[config.mk]
export PLATFORM = sky130hd
export DESIGN_NAME = psd_mode_strap_decoder
export DESIGN_NICKNAME = d
export VERILOG_FILES = /design/src/hdl/psd_pkg.sv /design/src/hdl/psd_band_cmp.sv /design/src/hdl/psd_mode_strap_decoder.sv
export VERILOG_INCLUDE_DIRS = /design/src /design/src/hdl
export SDC_FILE = /design/constraint.sdc
export NUM_CORES = 1
export LEC_CHECK = 0
export BUFFER_PORTS_ARGS = -buffer_cell sky130_fd_sc_hd__buf_4
export CORE_UTILIZATION = 44
export CTS_BUF_LIST = sky130_fd_sc_hd__clkbuf_2 sky130_fd_sc_hd__clkbuf_4 sky130_fd_sc_hd__clkbuf_8
export CTS_CLUSTER_SIZE = 8
export DETAILED_ROUTE_END_ITERATION = 12
export PLACE_DENSITY = 0.95
export RECOVER_POWER = 50
export SYNTH_ARGS = -nofsm -noshare
export SYNTH_HDL_FRONTEND = slang
export SYNTH_SLANG_ARGS = --single-unit
export TNS_END_PERCENT = 30
[constraint.sdc]
create_clock -name clk -period 4.5 [get_ports clk]
set_clock_uncertainty 0.15 [all_clocks]
set_input_delay 0.225 -clock clk [delete_from_list [all_inputs] [get_ports clk]]
set_output_delay 0.225 -clock clk [all_outputs]
set_load 0.005 [all_outputs]
[src/hdl/psd_consts.svh]
`ifndef PSD_CONSTS_SVH
`define PSD_CONSTS_SVH

// Strap ADC code: 12 bits, full scale 3.3 V, code = volts * 4096 / 3.3
`define PSD_CODE_W 12
`define PSD_TH_00 12'h0_097
`define PSD_TH_01 12'h0_1A3
`define PSD_TH_02 12'h0_2A8
`define PSD_TH_03 12'h0_3AA
`define PSD_TH_04 12'h0_4A9
`define PSD_TH_05 12'h0_5A3
`define PSD_TH_06 12'h0_6A0
`define PSD_TH_07 12'h0_7A2
`define PSD_TH_08 12'h0_8A6
`define PSD_TH_09 12'h0_9A7
`define PSD_TH_10 12'h0_AA4
`define PSD_TH_11 12'h0_BAC
`define PSD_TH_12 12'h0_CB3
`define PSD_TH_13 12'h0_DC4
`define PSD_TH_14 12'h0_EC6

// Register map (byte addresses, word aligned)
`define PSD_ADDR_W 4
`define PSD_REG_MODE 4'h0
`define PSD_REG_CTRL 4'h4
`define PSD_REG_STAT 4'h8

// Field positions in MODE register
`define PSD_F_BAND_LO 0
`define PSD_F_BAND_HI 3
`define PSD_F_ENDPT 4
`define PSD_F_AUTORS 5
`define PSD_F_TYPE2 6
`define PSD_F_CLASS 7
`define PSD_F_MARK 8
`define PSD_F_PWR_LO 9
`define PSD_F_PWR_HI 10
`define PSD_F_VALID 11

// Timing at 100 MHz clock
`define PSD_CLK_MHZ 100
`define PSD_DET_ENDPT_MS 400
`define PSD_DET_MIDSP_MS 2200
`define PSD_RESTART_MS 2000
`define PSD_DISC_KOHM 150

`endif

[src/hdl/psd_pkg.sv]
package psd_pkg;
  typedef enum logic [1:0] {
    PSD_PWR_7W = 2'b00,
    PSD_PWR_15W4 = 2'b01,
    PSD_PWR_30W = 2'b10
  } psd_power_type;

  typedef enum logic [1:0] {
    PSD_ST_RESET = 2'b00,
    PSD_ST_SAMPLE = 2'b01,
    PSD_ST_RUN = 2'b11
  } psd_state_type;
endpackage

[src/hdl/psd_band_cmp.sv]
`timescale 1ns/1ps
`default_nettype none
`include "psd_consts.svh"
module psd_band_cmp
  import psd_pkg::*;
(
  input wire logic [`PSD_CODE_W-1:0] code,
  input wire logic [`PSD_CODE_W-1:0] threshold,
  output logic above
);
  // Boundary value belongs to the upper band
  assign above = (code >= threshold);
endmodule // psd_band_cmp
`default_nettype wire

[src/hdl/psd_mode_strap_decoder.sv]
// How it works
// [RULE1] While reset is asserted the block is idle and the pass switch output is held off.
// [RULE2] On leaving reset the block samples the strap pin level once and derives all options from that sample.
// [RULE3] The sampled level is sorted into one of sixteen bands by fifteen voltage thresholds.
// [RULE4] Bands 0-7 are midspan and 8-15 endpoint; bands 0-3 and 8-11 restart after disconnection, others auto restart after 2 s.
// [RULE5] Band modulo four picks type, available power and classification/mark parts.
// [RULE6] After the sample the strap pin turns into the LED transistor drive output.
// [RULE7] The decoded mode stays fixed until the next reset.
// [RULE8] The digitized strap code is compared against the thresholds and latched into mode registers in one cycle.
// [RULE9] Placement sets the detection repeat interval: 400 ms endpoint, 2.2 s midspan.
// [RULE10] In restart-after-disconnection mode detection resumes only after port resistance exceeds 150 kohm.
//
// The Avalon-MM register port and the register addresses were left to the implementer.
`timescale 1ns/1ps
`default_nettype none
`include "psd_consts.svh"
module psd_mode_strap_decoder
  import psd_pkg::*;
(
  input wire logic clk,
  input wire logic reset,
  input wire logic [`PSD_CODE_W-1:0] strap_code,
  input wire logic strap_code_valid,
  output logic strap_pin_out,
  output logic strap_pin_oe,
  input wire logic led_request,
  input wire logic fault_event,
  input wire logic port_open_event,
  input wire logic switch_request,
  output logic output_pass_switch,
  output logic endpoint_mode,
  output logic auto_restart,
  output logic pse_type2,
  output logic class_parts,
  output logic mark_parts,
  output logic [1:0] power_level,
  output logic [31:0] detect_interval_ms,
  output logic [31:0] restart_wait_ms,
  output logic detect_allowed,
  output logic mode_valid,
  input wire logic [`PSD_ADDR_W-1:0] avs_address,
  input wire logic avs_read,
  input wire logic avs_write,
  input wire logic [31:0] avs_writedata,
  output logic [31:0] avs_readdata,
  output logic avs_waitrequest
);
  localparam int NTH = 15;
  localparam logic [`PSD_CODE_W*NTH-1:0] TH = {`PSD_TH_14, `PSD_TH_13, `PSD_TH_12,
    `PSD_TH_11, `PSD_TH_10, `PSD_TH_09, `PSD_TH_08, `PSD_TH_07, `PSD_TH_06,
    `PSD_TH_05, `PSD_TH_04, `PSD_TH_03, `PSD_TH_02, `PSD_TH_01, `PSD_TH_00};
  localparam logic [31:0] DET_ENDPT = 32'(`PSD_DET_ENDPT_MS);
  localparam logic [31:0] DET_MIDSP = 32'(`PSD_DET_MIDSP_MS);
  localparam logic [31:0] RESTART_MS = 32'(`PSD_RESTART_MS);

  psd_state_type state_q;
  logic [NTH-1:0] above;
  logic [3:0] band;
  logic [3:0] band_q;
  logic endpt_q, autors_q, type2_q, class_q, mark_q;
  logic [1:0] pwr_q;
  logic hold_det_q;
  logic sw_en_q;
  logic rd_pend_q;
  logic [31:0] rdata_q;
  logic [11:0] mode_word;

  genvar g;
  generate
    for (g = 0; g < NTH; g++) begin : g_cmp
      psd_band_cmp u_cmp (
        .code(strap_code),
        .threshold(TH[g*`PSD_CODE_W +: `PSD_CODE_W]),
        .above(above[g])
      ); // see [RULE3]
    end
  endgenerate

  // Thermometer to band index
  always_comb begin
    band = 4'h0;
    for (int i = 0; i < NTH; i++) begin
      if (above[i]) begin
        band = 4'(i + 1); // see [RULE3]
      end
    end
  end

  always_ff @(posedge clk) begin
    if (reset) begin
      state_q <= PSD_ST_RESET; // see [RULE1]
    end else begin
      case (state_q)
        PSD_ST_RESET: state_q <= PSD_ST_SAMPLE;
        PSD_ST_SAMPLE: if (strap_code_valid) begin
          state_q <= PSD_ST_RUN; // see [RULE2]
        end
        PSD_ST_RUN: state_q <= PSD_ST_RUN; // see [RULE7]
        default: state_q <= PSD_ST_RESET;
      endcase
    end
  end

  // Single-cycle latch of the decoded band
  always_ff @(posedge clk) begin
    if (reset) begin
      band_q <= 4'h0;
      endpt_q <= 1'b0;
      autors_q <= 1'b0;
      type2_q <= 1'b0;
      class_q <= 1'b0;
      mark_q <= 1'b0;
      pwr_q <= PSD_PWR_7W;
    end else if (state_q == PSD_ST_SAMPLE && strap_code_valid) begin
      band_q <= band; // see [RULE8]
      endpt_q <= band[3]; // see [RULE4]
      autors_q <= band[2]; // see [RULE4]
      case (band[1:0]) // see [RULE5]
        2'b00: begin
          type2_q <= 1'b1;
          pwr_q <= PSD_PWR_30W;
          class_q <= 1'b0;
          mark_q <= 1'b0;
        end
        2'b01: begin
          type2_q <= 1'b0;
          pwr_q <= PSD_PWR_7W;
          class_q <= 1'b1;
          mark_q <= 1'b0;
        end
        2'b10: begin
          type2_q <= 1'b0;
          pwr_q <= PSD_PWR_15W4;
          class_q <= 1'b0;
          mark_q <= 1'b0;
        end
        default: begin
          type2_q <= 1'b1;
          pwr_q <= PSD_PWR_30W;
          class_q <= 1'b1;
          mark_q <= 1'b1;
        end
      endcase
    end
  end

  // Detection hold after fault in restart-after-disconnection mode; set wins
  always_ff @(posedge clk) begin
    if (reset) begin
      hold_det_q <= 1'b0;
    end else if (state_q == PSD_ST_RUN && fault_event && !autors_q) begin
      hold_det_q <= 1'b1; // see [RULE10]
    end else if (port_open_event) begin
      hold_det_q <= 1'b0; // see [RULE10]
    end
  end

  // Software switch enable
  always_ff @(posedge clk) begin
    if (reset) begin
      sw_en_q <= 1'b0;
    end else if (avs_write && avs_address == `PSD_REG_CTRL) begin
      sw_en_q <= avs_writedata[0];
    end
  end

  always_ff @(posedge clk) begin
    if (reset) begin
      output_pass_switch <= 1'b0; // see [RULE1]
    end else begin
      output_pass_switch <= (state_q == PSD_ST_RUN) && sw_en_q && switch_request;
    end
  end

  always_ff @(posedge clk) begin
    if (reset) begin
      strap_pin_oe <= 1'b0;
      strap_pin_out <= 1'b0;
    end else begin
      strap_pin_oe <= (state_q == PSD_ST_RUN); // see [RULE6]
      strap_pin_out <= (state_q == PSD_ST_RUN) && led_request; // see [RULE6]
    end
  end

  assign mode_word = {(state_q == PSD_ST_RUN), pwr_q, mark_q, class_q, type2_q, autors_q, endpt_q, band_q};

  // Avalon slave: reads answered one cycle after request
  always_ff @(posedge clk) begin
    if (reset) begin
      rd_pend_q <= 1'b0;
      rdata_q <= 32'h0000_0000;
    end else begin
      rd_pend_q <= avs_read && !rd_pend_q;
      if (avs_read && !rd_pend_q) begin
        case (avs_address)
          `PSD_REG_MODE: rdata_q <= {20'h0_0000, mode_word};
          `PSD_REG_CTRL: rdata_q <= {31'h0000_0000, sw_en_q};
          `PSD_REG_STAT: rdata_q <= {29'h0000_0000, hold_det_q, state_q};
          default: rdata_q <= 32'h0000_0000;
        endcase
      end
    end
  end

  assign avs_waitrequest = avs_read && !rd_pend_q;
  assign avs_readdata = rdata_q;

  assign endpoint_mode = endpt_q;
  assign auto_restart = autors_q;
  assign pse_type2 = type2_q;
  assign class_parts = class_q;
  assign mark_parts = mark_q;
  assign power_level = pwr_q;
  assign mode_valid = (state_q == PSD_ST_RUN);
  assign detect_interval_ms = endpt_q ? DET_ENDPT : DET_MIDSP; // see [RULE9]
  assign restart_wait_ms = RESTART_MS; // see [RULE4]
  assign detect_allowed = (state_q == PSD_ST_RUN) && !hold_det_q; // see [RULE10]
endmodule // psd_mode_strap_decoder
`default_nettype wire

==> impl_metrics.json, run 1 <==
{
  "clock.fmax_ghz": 0.452,
  "cp-end-kind": "flop",
  "hold_path_class": "in2reg",
  "cts_root_buffer": "clkbuf_8",
  "seq_area_frac_synth_pct": 23.6,
  "dp_slack_ns": 2.15,
  "finalSetupTns_ns": 0,
  "drcViolationCount": 0,
  "min_period_ns": 2.21,
  "drv_cap": 0,
  "ir_drop_mv": 0.0891,
  "clock_latency_ns": 0.27,
  "gp_congestion": 0.930,
  "p_int_uw": 345,
  "pwr-share-comb_pct": 24.6,
  "routedWlPerCell_um": 11.7,
  "synth.yosys.warnings": 0,
  "final_common_cell": "conb_1",
  "grt_max_degree": 25,
  "report.final.slew_viol_count": 0,
  "place.detailed.hpwl_mm": 3.24,
  "cts_resized": 0,
  "worst_pin_slew_ns": 1.07,
  "netlist_area_um2": 2120,
  "hold_viol": 0,
  "cts_buffers": 3,
  "fillers": 429,
  "switching_share_pct": 30.0,
  "coreArea_um2": 4500,
  "initial_utilization_pct": 47.1,
  "synth_edf_count": 0,
  "rows": 24,
  "cts_setup_buffers": 0,
  "fin_ws_ns": 2.29,
  "path_max_fanout": 16,
  "required_ns": 4.56,
  "grt_pass1_wl_mm": 6.66,
  "cts_hold_buf": 0,
  "start_kind": "flop",
  "drt_iter0_markers": 139,
  "crit_type": "reg2reg",
  "power.leakage_nw": 1.05,
  "synthArstFlopShare_pct": 0,
  "antenna_found_initial": 0,
  "arrival_ns": 2.27,
  "drt-total-wl_mm": 4.20,
  "io_pins": 166,
  "pwr-share-clk_pct": 28.0,
  "first_pass_iters": 5,
  "fin_crit_sh_pct": 49.2,
  "grt_pass1_vias": 1508,
  "syn_area_per_cell_um2": 7.80,
  "grt_overflow": 0,
  "area_delta_synth_final_pct": 3.77,
  "grt_setup_unrepaired": "no",
  "cts_tree": "yes",
  "p_sw_uw": 148,
  "htree_levels": 1,
  "synth-main-ff-cell": "dfxtp_1",
  "dieArea_um2": 5100,
  "drtAntennaViolNets": 0,
  "vias": 1791,
  "via_per_inst": 4.99,
  "p_seq_share_pct": 47.4,
  "setup_viol": 0,
  "outcome": "complete, no violations",
  "ys_types": 54,
  "track_usage_pct": 16.2,
  "numClockSinks": 25,
  "clkTransAtPathRegs_ns": 0.08,
  "maxSlewHeadroom_pct": 27.8,
  "synth_cells": 272,
  "die_w_um": 71.4,
  "drive_above_1_share_pct": 20.8,
  "port_buffers": 53,
  "fin_nets": 367,
  "powerDensity_nw_per_um2": 224,
  "synth_seq_cells": 25,
  "fp.dieH_um": 71.4,
  "diodes": 0,
  "mostFrequentLayoutCells": "conb_1, buf_4, nor2_1, dfxtp_1, nand2_1",
  "clk_path_buf_depth": 2
}
## layout make-up
cell class | instances | area (µm²) | share of cell area, %
repair buffers | 53 | 387 | 17.6
clock buffers | 4 | 48.8 | 2.22
multi-input cells | 218 | 1170 | 53.4
inverters | 7 | 26.3 | 1.19
flip-flops and latches | 25 | 500 | 22.7
well taps | 52 | 65.1 | 2.95
## synth_stat cells, types with 3 or more instances
cell type,instances,area [µm²]
buf_2,6,30.0
nor2_1,25,93.8
a211oi_1,4,30.0
buf_4,86,646
nor3_1,6,30.0
and2_1,3,18.8
clkbuf_1,7,26.3
a211o_1,3,26.3
a31oi_1,3,18.8
nand2_1,18,67.6
dfxtp_1,25,500
o21ai_0,7,35.0
inv_1,7,26.3
mux2i_1,4,40.0
a22oi_1,8,60.1
nand3_1,3,15.0
nor4_1,4,25.0
a21oi_1,10,50.1
## per-layer routing
metal	routed length (µm)	GRT usage (%)	vias up
li1	-	-	848
met1	1600	18.0	801
met2	2110	29.2	129
met3	402	2.81	13
met4	95	9.11	0
met5	0	0	-
## metrics by stage
step / hold WS (ns) / utilization [%] / std cells / area, µm² / power [mW]
finish: 0.0419 / 48.9 / 359 / 2200 / 0.493
global route: 0.0345 / 48.9 / 359 / 2200 / 0.516
CTS: 0.0294 / 49.1 / 359 / 2210 / 0.491
detailed placement: 0.312 / 48.1 / 355 / 2160 / 0.357
global placement: 0.279 / 48.1 / 355 / 2160 / 0.353
floorplan: 0.147 / - / 351 / 2420 / 0.369
## worst paths after layout
kind                  start                  to  slack, ns  depth (start not counted)
max               rd_pend_q    avs_readdata[10]       2.29                          4
min          switch_request  output_pass_switch       0.04                          2
min reg2reg      mark_parts          mark_parts       0.33                          2
max reg2reg       rd_pend_q    avs_readdata[10]       2.29                          4
## cell families (layout without fill, tap and decap cells)
kind of cell / Yosys count / after routing / share of synthesized area (%)
mux: 5 / 5 / 2.42
flops: 25 / 25 / 23.6
buf+inv: 108 / 64 / 35.0
simple gates: 72 / 72 / 16.5
compound gates: 58 / 58 / 21.0
fa+ha+maj: 2 / 2 / 1.18
other cells: 2 / 81 / 0.354
## state kept, by name, indices dropped and copies added, names as in the netlist
name	flops
hold_det_q	1
rd_pend_q	1
sw_en_q	1
avs_readdata	10
strap_pin_oe	1
state_q	2
band_q	3
pse_type2	1
strap_pin_out	1
output_pass_switch	1
mark_parts	1
power_level	1
class_parts	1
## power by group through the flow
stage / clock, mW / sequential [mW] / combinational [mW]
floorplan: 0 / 0.237 / 0.132
global placement: 0 / 0.238 / 0.115
detailed placement: 0 / 0.239 / 0.118
CTS: 0.138 / 0.233 / 0.119
global route: 0.146 / 0.234 / 0.136
finish: 0.138 / 0.233 / 0.121
## critical path, cell delays in order (launching register included)
cell	delay (ns)
dfxtp_1	0.30
nand2b_1	0.38
nor4_1	0.98
a22oi_1	0.19
nor2_1	0.14
Note: power is estimated with default switching activity, not from simulation.
==> run 2, diff against run 1 <==
Settings changed: CORE_UTILIZATION 44 to 37, PLACE_DENSITY 0.95 to 0.88.
Clock period 4.5 ns to 1.9 ns, I/O delays scaled along.
==> impl_metrics.json, run 2 (synthesized netlist as in run 1, its figures left out) <==
{
  "routedWlPerCell_um": 10.9,
  "switching_share_pct": 29.8,
  "p_sw_uw": 364,
  "first_pass_iters": 4,
  "crit_buf_inv": 4,
  "max_stage_delay_ns": 0.35,
  "fin_nets": 407,
  "holdWs_ns": 0.0195,
  "cpMostUsedCell": "buf_4",
  "cts_root_buffer": "clkbuf_8",
  "htree_levels": 1,
  "rows": 27,
  "drt-total-wl_mm": 4.56,
  "port_buffers": 53,
  "drtAntennaViolNets": 0,
  "setup_viol": 0,
  "drive_above_1_share_pct": 31.1,
  "pwr-share-comb_pct": 29.9,
  "fin_crit_sh_pct": 99.8,
  "clock_latency_ns": 0.26,
  "track_usage_pct": 13.9,
  "grt_overflow": 0,
  "coreArea_um2": 5510,
  "io_pins": 166,
  "required_ns": 1.92,
  "diodes": 0,
  "hold_path_class": "in2reg",
  "antenna_found_initial": 0,
  "fp.dieH_um": 77.7,
  "place.detailed.hpwl_mm": 3.61,
  "crit_type": "in2reg",
  "arrival_ns": 1.92,
  "powerDensity_nw_per_um2": 472,
  "grt_max_degree": 25,
  "dp_slack_ns": -0.248,
  "clock.fmax_ghz": 0.527,
  "worst_pin_slew_ns": 0.651,
  "report.final.slew_viol_count": 0,
  "grt_pass1_wl_mm": 6.95,
  "vias": 1861,
  "grt_pass1_vias": 1615,
  "initial_utilization_pct": 38.5,
  "via_per_inst": 4.44,
  "numClockSinks": 25,
  "final_common_cell": "conb_1",
  "finalPower_mw": 1.22,
  "fin_ws_ns": 0.00301,
  "fillers": 539,
  "clk_path_buf_depth": 2,
  "cpLargestDelayFamily": "compound AO/OA/AOI/OAI gates",
  "cts_buffers": 3,
  "dieArea_um2": 6040,
  "p_int_uw": 857,
  "crit_chain": "buf_4, a21o_4, buf_4, a221oi_2, mux2_2, a211o_1, o211ai_2, buf_4, buf_4, o31ai_2",
  "drcViolationCount": 0,
  "mostFrequentLayoutCells": "conb_1, buf_4, dfxtp_1",
  "die_w_um": 77.7,
  "cp_slowest_cell": "a221oi_2",
  "pwr-share-clk_pct": 24.8,
  "p_seq_share_pct": 45.2,
  "outcome": "complete, no violations",
  "clkTransAtPathRegs_ns": 0.09,
  "start_kind": "input pin",
  "largest_register_ffs": 10,
  "min_period_ns": 1.90,
  "drv_cap": 0,
  "gp_congestion": 0.947,
  "drt_iter0_markers": 67,
  "cts_tree": "yes",
  "hold_viol": 0,
  "maxSlewHeadroom_pct": 56.6,
  "area_delta_synth_final_pct": 21.8,
  "ir_drop_mv": 0.204,
  "cp-end-kind": "flop",
  "power.leakage_nw": 1.25,
  "path_max_fanout": 7
}
==> run 2: path summary, 6_finish.rpt <==
kind | start | end | slack, ns | cells after the start
min | reset | avs_readdata[10] | 0.02 | 2
max reg2reg | state_q[1] | hold_det_q | 0.23 | 5
min reg2reg | power_level[0] | power_level[0] | 0.34 | 2
max | strap_code[4] | class_parts | 0.003 | 10
==> run 2: cell type report <==
class | instances | area, µm² | area share, %
Clock buffer | 3 | 41.3 | 1.60
Clock inverter | 1 | 5.00 | 0.194
Inverter | 7 | 26.3 | 1.02
Multi-Input combinational cell | 218 | 1210 | 46.9
Sequential cell | 25 | 500 | 19.4
Tap cell | 72 | 90.1 | 3.49
Timing Repair Buffer | 93 | 709 | 27.5
==> run 2: metrics by stage <==
stage | utilization (%) | TNS [ns] | area [µm²] | cells
2_1_floorplan | - | -0.190 | 2420 | 351
3_3_place_gp | 44.1 | -0.784 | 2430 | 407
3_5_place_dp | 44.1 | -0.836 | 2430 | 407
4_1_cts | 46.1 | 0 | 2540 | 417
5_1_grt | 46.9 | -0.0623 | 2580 | 419
6_report | 46.9 | 0 | 2580 | 419
==> run 2: what timing repair did <==
item / CTS / global route
endpoints found under the setup margin: 0 / 3
hold buffers: 6 / 0
gates resized for setup: 0 / 10
hold endpoints to repair: 5 / 0
buffers inserted: 0 / 2
==> run 2: worst register-to-register path, stage by stage (launching register included) <==
cell and delay [ns]:
dfxtp_1 0.42, nand2_1 0.14, inv_1 0.12, nand3b_1 0.08, a21oi_1 0.14, dlygate4sd3_1 0.56
==> run 2: power groups by stage <==
stage | Combinational, mW | Sequential, mW | Clock (mW)
5_1_grt | 0.404 | 0.554 | 0.334
3_3_place_gp | 0.333 | 0.564 | 0
2_1_floorplan | 0.314 | 0.561 | 0
6_report | 0.365 | 0.552 | 0.303
3_5_place_dp | 0.337 | 0.565 | 0
4_1_cts | 0.347 | 0.553 | 0.309
==> run 2: layer usage <==
layer	global-route usage (%)	vias up	routed length [µm]
met5	0	-	0
li1	-	920	-
met4	4.53	0	108
met1	16.4	827	1840
met3	2.00	14	327
met2	25.4	100	2280
==> run 3, diff against run 2 <==
Settings changed: CORE_UTILIZATION 37 to 50, SYNTH_HIERARCHICAL set to 1.
==> impl_metrics.json, run 3 <==
{
  "outcome": "complete, but fails checks",
  "violations": "setup timing",
  "worst_pin_slew_ns": 0.675,
  "synth.top_cell.area_share_pct": 35.6,
  "ys_types": 40,
  "cp-end-kind": "flop",
  "required_ns": 1.97,
  "synth_cells": 807,
  "area_delta_synth_final_pct": 28.4,
  "routedWlPerCell_um": 12.3,
  "r2r.worst_path.cells": 4,
  "dieArea_um2": 13400,
  "drt_iter0_markers": 227,
  "hold_path_class": "in2reg",
  "grt_overflow": 0,
  "finalSetupTns_ns": -3.52,
  "fin_crit_sh_pct": 133,
  "fin_ws_ns": -0.622,
  "grt_pass1_vias": 5716,
  "min_period_ns": 2.52,
  "min_path_cells": 2,
  "track_usage_pct": 23.7,
  "r2r-start": "rd_pend_q",
  "hold_viol": 0,
  "diodes": 0,
  "holdPathEnd": "power_level[0]",
  "htree_levels": 1,
  "initial_utilization_pct": 51.2,
  "clock.fmax_ghz": 0.396,
  "grt_setup_unrepaired": "yes",
  "coreArea_um2": 12600,
  "ir_drop_mv": 0.263,
  "place.detailed.hpwl_mm": 11.7,
  "clk_path_buf_depth": 2,
  "yosysTopAreaCell": "ha_1",
  "fin_nets": 1334,
  "top_usage_layer": "met2",
  "numClockSinks": 26,
  "setup_viol": 8,
  "fp.dieH_um": 116,
  "r2r-end": "avs_readdata[4]",
  "synth-main-ff-cell": "dfxtp_1",
  "cts_buffers": 3,
  "netlist_area_um2": 6460,
  "rows": 41,
  "clkTransAtPathRegs_ns": 0.08,
  "first_pass_iters": 4,
  "crit_type": "in2reg",
  "yosysMostFrequentCell": "inv_1",
  "dp_slack_ns": -0.959,
  "synthArstFlopShare_pct": 0,
  "syn_area_per_cell_um2": 8.01,
  "ff2ff_setup_slack_ns": 0.13,
  "gr-usage-met2_pct": 46.5,
  "mostFrequentLayoutCells": "conb_1, inv_1, ha_1",
  "clock_latency_ns": 0.27,
  "drcViolationCount": 0,
  "drt-total-wl_mm": 15.6,
  "port_buffers": 53,
  "grt_util_met1_pct": 24.6,
  "power.leakage_nw": 4.82,
  "synth_edf_count": 0,
  "start_kind": "input pin",
  "gp_congestion": 0.780,
  "die_w_um": 116,
  "drive_above_1_share_pct": 18.4,
  "synth.yosys.warnings": 6,
  "vias": 5885,
  "powerDensity_nw_per_um2": 311,
  "grt_pass1_wl_mm": 25.3,
  "grt_util_met3_pct": 2.04,
  "report.final.slew_viol_count": 0,
  "largest_register_ffs": 10,
  "synth_seq_cells": 26,
  "final_common_cell": "conb_1",
  "drtAntennaViolNets": 0,
  "hp-start": "reset",
  "yosys-top-cells-count": "inv_1, ha_1, buf_4",
  "maxSlewHeadroom_pct": 55.0,
  "seq_area_frac_synth_pct": 8.06,
  "path_max_fanout": 8,
  "io_pins": 166,
  "via_per_inst": 4.66,
  "cts_root_buffer": "clkbuf_8",
  "antenna_found_initial": 0,
  "drv_cap": 0,
  "cts_tree": "yes",
  "arrival_ns": 2.59,
  "grt_max_degree": 25,
  "synth.area.top_cells": "ha_1, inv_1, buf_4"
}
[run 3: cell count changes in the layout (fill, tap and decap cells not counted), sizes merged, moves of 16 or more]
cell | previous run | this run
inv | 7 | 199
ha | 2 | 184
a211oi | 5 | 48
o21ai | 7 | 48
a21o | 1 | 30
nand2b | 2 | 19
buf | 63 | 90
conb | 81 | 261
o21bai | 0 | 16
[run 3: metrics by stage]
step           total power, mW  hold slack, ns  area (µm²)  cells  util [%]
6_report                  2.58         0.00504        8290   1263      65.7
5_1_grt                   2.82          0.0156        8290   1263      65.7
4_1_cts                   2.44          0.0178        8190   1258      64.9
3_5_place_dp              2.02           0.151        7800   1242      61.8
3_3_place_gp              1.96           0.147        7800   1242      61.8
2_1_floorplan             1.68          0.0171        7520   1066         -
[run 3: worst max path at each step]
stage / start / endpoint / cells after the start
finish: strap_code[0] / class_parts / 15
global route: strap_code[0] / class_parts / 15
global placement: strap_code[0] / class_parts / 15
detailed placement: strap_code[0] / pse_type2 / 13
floorplan: strap_code[9] / pse_type2 / 10
CTS: strap_code[0] / power_level[0] / 16
[run 3: final cells by class]
class / instances / area (µm²)
clock buffer: 3 / 41.3
fill: 966 / 4330
inverter: 200 / 758
multi-input combinational: 748 / 5820
sequential: 26 / 520
tap: 172 / 215
timing repair buffer: 114 / 938
[run 3: metal layers]
metal,share of wire [%],up-vias
li1,-,2989
met1,39,2668
met2,53,171
met5,0,-
met3,4.3,57
met4,4.2,0
[run 3: repair_timing]
item | CTS | global route
hold endpoints to repair | 5 | 0
setup endpoints to repair | 8 | 8
resized for setup | 47 | 17
setup buffers | 7 | 5
hold buffers | 6 | 0
pin swaps | 30 | 16
[run 3: power breakdown]
| group | switching [mW] | internal, mW |
|---|---|---|
| logic | 0.888 | 0.801 |
| registers | 0.0207 | 0.564 |
| clock network | 0.165 | 0.142 |
| total | 1.07 | 1.51 |
[run 3: critical path, cell delays in order]
cell,delay (ns)
buf_12,0.12
inv_1,0.06
ha_1,0.22
nand2b_4,0.14
a211oi_2,0.17
o21ai_1,0.07
a221o_1,0.35
nor2_1,0.18
o311ai_1,0.15
a311oi_2,0.38
inv_2,0.11
ha_4,0.18
nor3_4,0.19
a21oi_2,0.07
nor2_1,0.10
[run 3: cells by family (layout without fill, tap and decap cells)]
logic type	after synthesis	in the layout	share of synthesized area, %
other	2	261	0.116
adders and majority gates	184	184	35.6
buffers and inverters	292	317	22.2
muxes	4	4	0.620
DFF	26	26	8.06
and+or+nand+nor	103	103	10.1
AOI/OAI and AO/OA	196	196	23.2
